==> config.mk <==
export PLATFORM = sky130hd
export DESIGN_NAME = ubg_core
export DESIGN_NICKNAME = d
export VERILOG_FILES = /design/src/verilog/ubg_pkg.sv /design/src/verilog/ubg_core.sv
export SDC_FILE = /design/constraint.sdc
export NUM_CORES = 1
export LEC_CHECK = 0
export BUFFER_PORTS_ARGS = -buffer_cell sky130_fd_sc_hd__buf_2
export CORE_MARGIN = 8
export CORE_UTILIZATION = 25
export CTS_CLUSTER_SIZE = 40
export DETAILED_ROUTE_END_ITERATION = 6
export HOLD_SLACK_MARGIN = 0.1
export MAX_ROUTING_LAYER = met4
export PLACE_DENSITY_LB_ADDON = 0.08
export SETUP_SLACK_MARGIN = 0.02
export SLEW_MARGIN = 20
export SYNTH_ARGS = -nofsm -noshare
export SYNTH_HDL_FRONTEND = slang
export SYNTH_SLANG_ARGS = --single-unit
==> constraint.sdc <==
create_clock -name SYS_CLK -period 4.2 [get_ports SYS_CLK]
set_clock_uncertainty 0.05 [all_clocks]
set_input_delay 0.21 -clock SYS_CLK [delete_from_list [all_inputs] [get_ports SYS_CLK]]
set_output_delay 0.21 -clock SYS_CLK [all_outputs]
set_load 0.03 [all_outputs]
==> src/verilog/ubg_pkg.sv <==
// Package for the baud generator and receiver interrupt block.
package ubg_pkg;
    localparam int UBG_DIV_W = 16;
    localparam int UBG_OVERSAMPLE = 16;
    localparam logic [15:0] UBG_DIV_RST = 16'h0000;
    localparam logic [3:0] UBG_OVS_LAST = 4'hF;
    localparam logic [1:0] UBG_SCHEME_RST = 2'h0;
    localparam logic [7:0] UBG_ADDR_RST = 8'h00;

    // Receiver configuration as software sets it.
    typedef struct packed {
        logic rx_enable;
        logic tx_enable_bit;
        logic parity_enable;
        logic parity_odd;
        logic multiproc_enable;
        logic [1:0] addr_match_scheme;
        logic errors_only;
        logic divisor_timer_irq_enable;
    } ubg_cfg_t;

    // Receive events coming from the receiver datapath.
    typedef struct packed {
        logic data_valid;
        logic error;
        logic addr_char;
        logic [7:0] data;
    } ubg_rx_evt_t;
endpackage : ubg_pkg

==> src/verilog/ubg_core.sv <==
// Baud divisor counter, timer mode and receiver interrupt logic.
module ubg_core
    import ubg_pkg::*;
#(
    parameter int DIV_W = UBG_DIV_W
) (
    input wire logic SYS_CLK,
    input wire logic RST,
    input wire ubg_cfg_t CFG,
    input wire logic [7:0] DIV_HIGH,
    input wire logic [7:0] DIV_LOW,
    input wire logic [7:0] NODE_ADDR,
    input wire ubg_rx_evt_t RX_EVT,
    output logic BAUD_TICK,
    output logic BIT_TICK,
    output logic RELOAD_PULSE,
    output logic RX_IRQ,
    output logic RX_ACCEPT,
    output logic PARITY_ACTIVE,
    output logic ADDR_MATCH,
    output logic [7:0] RX_DATA
);
    logic [DIV_W-1:0] divisor;
    logic [DIV_W-1:0] cnt_q;
    logic [3:0] ovs_q;
    logic running;
    logic timer_mode;
    logic reload;
    logic addr_hit_q;
    logic pass_data;

    // True for the schemes that compare address characters against the node address.
    function automatic logic is_auto_scheme(input logic [1:0] scheme);
        return scheme != 2'h0;
    endfunction : is_auto_scheme

    // The divisor is the high byte over the low byte.
    assign divisor = DIV_W'({DIV_HIGH, DIV_LOW});
    assign timer_mode = !CFG.rx_enable && !CFG.tx_enable_bit;
    // In timer mode the counter runs only when its interrupt is enabled.
    assign running = timer_mode ? CFG.divisor_timer_irq_enable : 1'b1;
    assign reload = running && (divisor != '0) && (cnt_q <= DIV_W'(1));

    // Down counter that reloads every divisor cycles; a zero divisor holds it.
    // A new divisor lands only at the next reload, so one old period still runs out.
    always_ff @(posedge SYS_CLK or posedge RST) begin
        if (RST) begin
            cnt_q <= DIV_W'(UBG_DIV_RST);
        end else if (!running || divisor == '0) begin
            cnt_q <= divisor;
        end else if (reload) begin
            cnt_q <= divisor;
        end else begin
            cnt_q <= cnt_q - DIV_W'(1);
        end
    end

    // Oversample counter: one bit per sixteen reloads.
    always_ff @(posedge SYS_CLK or posedge RST) begin
        if (RST) begin
            ovs_q <= 4'h0;
        end else if (timer_mode) begin
            ovs_q <= 4'h0;
        end else if (reload) begin
            ovs_q <= ovs_q + 4'h1;
        end
    end

    // Registered tick outputs.
    always_ff @(posedge SYS_CLK or posedge RST) begin
        if (RST) begin
            RELOAD_PULSE <= 1'b0;
            BAUD_TICK <= 1'b0;
            BIT_TICK <= 1'b0;
        end else begin
            RELOAD_PULSE <= reload;
            BAUD_TICK <= reload && !timer_mode;
            BIT_TICK <= reload && !timer_mode && ovs_q == UBG_OVS_LAST;
        end
    end

    assign RX_ACCEPT = CFG.rx_enable;
    assign PARITY_ACTIVE = CFG.parity_enable && !CFG.multiproc_enable;

    // Address matching: scheme 0 passes all; others compare node address.
    always_ff @(posedge SYS_CLK or posedge RST) begin
        if (RST) begin
            addr_hit_q <= 1'b0;
        end else if (!CFG.multiproc_enable || !CFG.rx_enable) begin
            addr_hit_q <= 1'b0;
        end else if (RX_EVT.data_valid && RX_EVT.addr_char) begin
            if (!is_auto_scheme(CFG.addr_match_scheme)) begin
                addr_hit_q <= 1'b1;
            end else begin
                addr_hit_q <= (RX_EVT.data == NODE_ADDR);
            end
        end
    end
    assign ADDR_MATCH = addr_hit_q;

    // Data passes unless a non-matching node is addressed in automatic modes.
    assign pass_data = !CFG.multiproc_enable || !is_auto_scheme(CFG.addr_match_scheme) || RX_EVT.addr_char
        || addr_hit_q;

    // Received data register.
    always_ff @(posedge SYS_CLK or posedge RST) begin
        if (RST) begin
            RX_DATA <= UBG_ADDR_RST;
        end else if (CFG.rx_enable && RX_EVT.data_valid && pass_data) begin
            RX_DATA <= RX_EVT.data;
        end
    end

    // Receiver interrupt: data, errors, or divisor reload.
    always_ff @(posedge SYS_CLK or posedge RST) begin
        if (RST) begin
            RX_IRQ <= 1'b0;
        end else begin
            RX_IRQ <= (CFG.rx_enable && RX_EVT.error)
                || (CFG.rx_enable && RX_EVT.data_valid && pass_data && !CFG.errors_only)
                || (reload && CFG.divisor_timer_irq_enable);
        end
    end
endmodule : ubg_core

==> results.md <==
* Worst Hold Class: in2reg
* Clk sinks at 33
* Later-pin clock latency in the skew report at approximately 0.28 ns
* CP Capture Type: flip-flop
* Gate Count Post-Synth at about 160
* Final instance area at roughly 2300 sq um
* Clock Tree Buf Depth at 2
* Net Count, Synth at 210
* Maximum vdd drop at 0.000164 V
* Tot GR Track Use at 0.100
* Pleak at ~1.1 nW
* Worst-Margin Slew at 0.509 ns
* CTS H-tree depth at 2
* Peak Freq at between 400 and 500 MHz
* Arr. time, crit path at 2.52 ns
* Placer congestion estimate at 0.667
* Die height at ~100 microns
* Vias per cell at 4.22
* Initial antenna violation count at 0
* Post-CTS Resized at 0
* Critical Path RT at 4.31 ns
* CP peak stage delay at 0.58 ns
* Final Setup Violations at 0
* Register area share after synthesis at 0.459
* Mean Syn Cell Area at 11.2 sq um
* Fin crit period at between 2 and 2.5 ns
* Worst setup SP type: flip-flop
* Dpl cells at 316
* Diode count at 0
* Clock transition at path regs at 0.07 ns
* Period utilisation layout at 0.573
* Post-Layout Cell Count at ~330
* Tot Pwr at about 0.97 mW
* Dominant synthesized flop cell: dfrtp_1
* Total negative setup slack at 0 ns
* Port bufs at 59
* Post-DRT Antenna Nets at 0
* Netlist cell types at 35
* First-pass GRT wire length at ~7.8 mm
* Root Buffer: clkbuf_8
* CTS tree: done
* CP max FO at 16
* Starting Density at 0.254
* Final hold violation count at 0
* Status: finished, final reports clean
* Ys async rst share at 1.00
* Num CTS Buffers at 5
* Post CTS Setup Buffer Count at 0
* Die X at about 100 microns
* Total wire length at between 4 and 5 mm
* Drt wl/cell at about 14 microns
* Synthesis-to-layout area growth at 27.0%
* Drt first pass iters at 4
* IO Pins at just over 60
* RSZ-0062 raised after global routing: false
* Initial DRC count at 26
* Number of synthesized flops with an enable pin at 0
* Register bit total from synthesis at 33
* Max-Cap Viols at 0
* DR DRC count at 0
* Grt ovf at 0
* Nets at ~270
* DPL Wire Length at 3.50 mm
* Die area at ~10000 sq um
* Via count at ~1400
* Post-Syn Area at about 1800 sq um
* Commonest non-fill, non-tap cells in the layout: buf_2, dfrtp_1, mux2_2
* Largest net degree at the start of global routing at 34
* Critical path class: reg2reg
* Slowest CP cell: or4_4
* Slew Limit Fails at 0
* Std-Cell Rows at 31
* Layout cell share with drive strength beyond 1 at 0.420
* PD cells at 426 nW/um^2
* Placed cell area at between 2000 and 2500 sq um
* YS warnings at 0
* Core Area at 7100 sq um
* Max_slew headroom at 0.659
* Hold-fix buffers at CTS at 1
* Commonest non-fill, non-tap cell in the layout: buf_2
* CP Cell Sequence: or4_4, nor4b_4, nand2_1, nand2_2, mux2_2
* Vias in the first global route at about 1600
## through the flow
stage               utilization  setup WS [ns]  hold slack (ns)
floorplan                     -           1.95            0.281
global placement          0.309           1.78            0.295
detailed placement        0.309           1.79            0.289
CTS                       0.322           1.78            0.107
global route              0.322           1.68            0.102
finish                    0.322           1.79            0.120
## cells by family (layout without fill, tap and decap cells)
group | count (synthesis) | after routing | share of synthesized area
AO/OA/AOI/OAI | 11 | 11 | 0.0368
flip-flops | 33 | 33 | 0.459
AND/OR/NAND/NOR | 55 | 55 | 0.189
XOR/XNOR | 21 | 21 | 0.102
buffers and inverters | 13 | 78 | 0.0375
multiplexers | 25 | 25 | 0.155
adder cells (fa/ha/maj) | 3 | 3 | 0.0209
## synthesized netlist by cell type, types with 2 or more instances
library cell / n / area share
nand2_1: 11 / 0.023
xnor2_1: 6 / 0.029
nand3_1: 4 / 0.011
nor2_1: 11 / 0.023
o21ai_0: 3 / 0.0083
inv_1: 9 / 0.019
mux2_2: 22 / 0.14
nor4_1: 7 / 0.024
dfrtp_1: 33 / 0.46
a21oi_1: 3 / 0.0083
ha_1: 3 / 0.021
mux2i_1: 2 / 0.011
buf_6: 2 / 0.013
xor2_1: 15 / 0.073
nor3_1: 8 / 0.022
or3_1: 2 / 0.0069
or4_1: 2 / 0.0083
## area by class of cell
class / count / area (sq um)
Clock buffer: 6 / 72.6
Tap cell: 99 / 124
Sequential cell: 33 / 826
Timing Repair Buffer: 61 / 313
Inverter: 9 / 33.8
Fill cell: 767 / 4810
Multi-Input combinational cell: 115 / 907
Clock inverter: 2 / 10.0
## worst max-delay path: cells and delay by family (launching register included)
family | cells | cell delay (ns)
and+or+nand+nor | 4 | 1.41
DFF | 1 | 0.43
muxes | 1 | 0.40
## path summary, 6_finish.rpt
kind	from	end	slack, ns	cells past startpoint
max in group asynchronous	RST	cnt_q[2]	3.27	4
worst min register to register	RX_DATA[3]	RX_DATA[3]	0.46	1
worst max-delay path	cnt_q[4]	cnt_q[4]	1.79	5
worst max register to register	cnt_q[4]	cnt_q[4]	1.79	5
worst min-delay path	DIV_LOW[1]	cnt_q[1]	0.12	3
min in group asynchronous	RST	RX_DATA[3]	0.52	4
## power by group
group | total (mW) | internal [mW] | switching (mW) | leakage [nW]
combinational | 0.280 | 0.139 | 0.140 | 0.601
clock | 0.231 | 0.115 | 0.116 | 0.0450
sequential | 0.462 | 0.388 | 0.0748 | 0.405
total | 0.973 | 0.642 | 0.332 | 1.05
## state kept, by name (all words and copies together), names as in the netlist
register,cells
ADDR_MATCH,1
ovs_q,4
RX_IRQ,1
cnt_q,16
RX_DATA,8
RELOAD_PULSE,1
BIT_TICK,1
BAUD_TICK,1
## per-layer routing
metal,GRT usage,share of wire
met2,0.144,0.41
met5,-,0
met1,0.130,0.52
met4,0.0209,0.0075
met3,0.0387,0.066
Note: power is estimated with default switching activity, not from simulation.
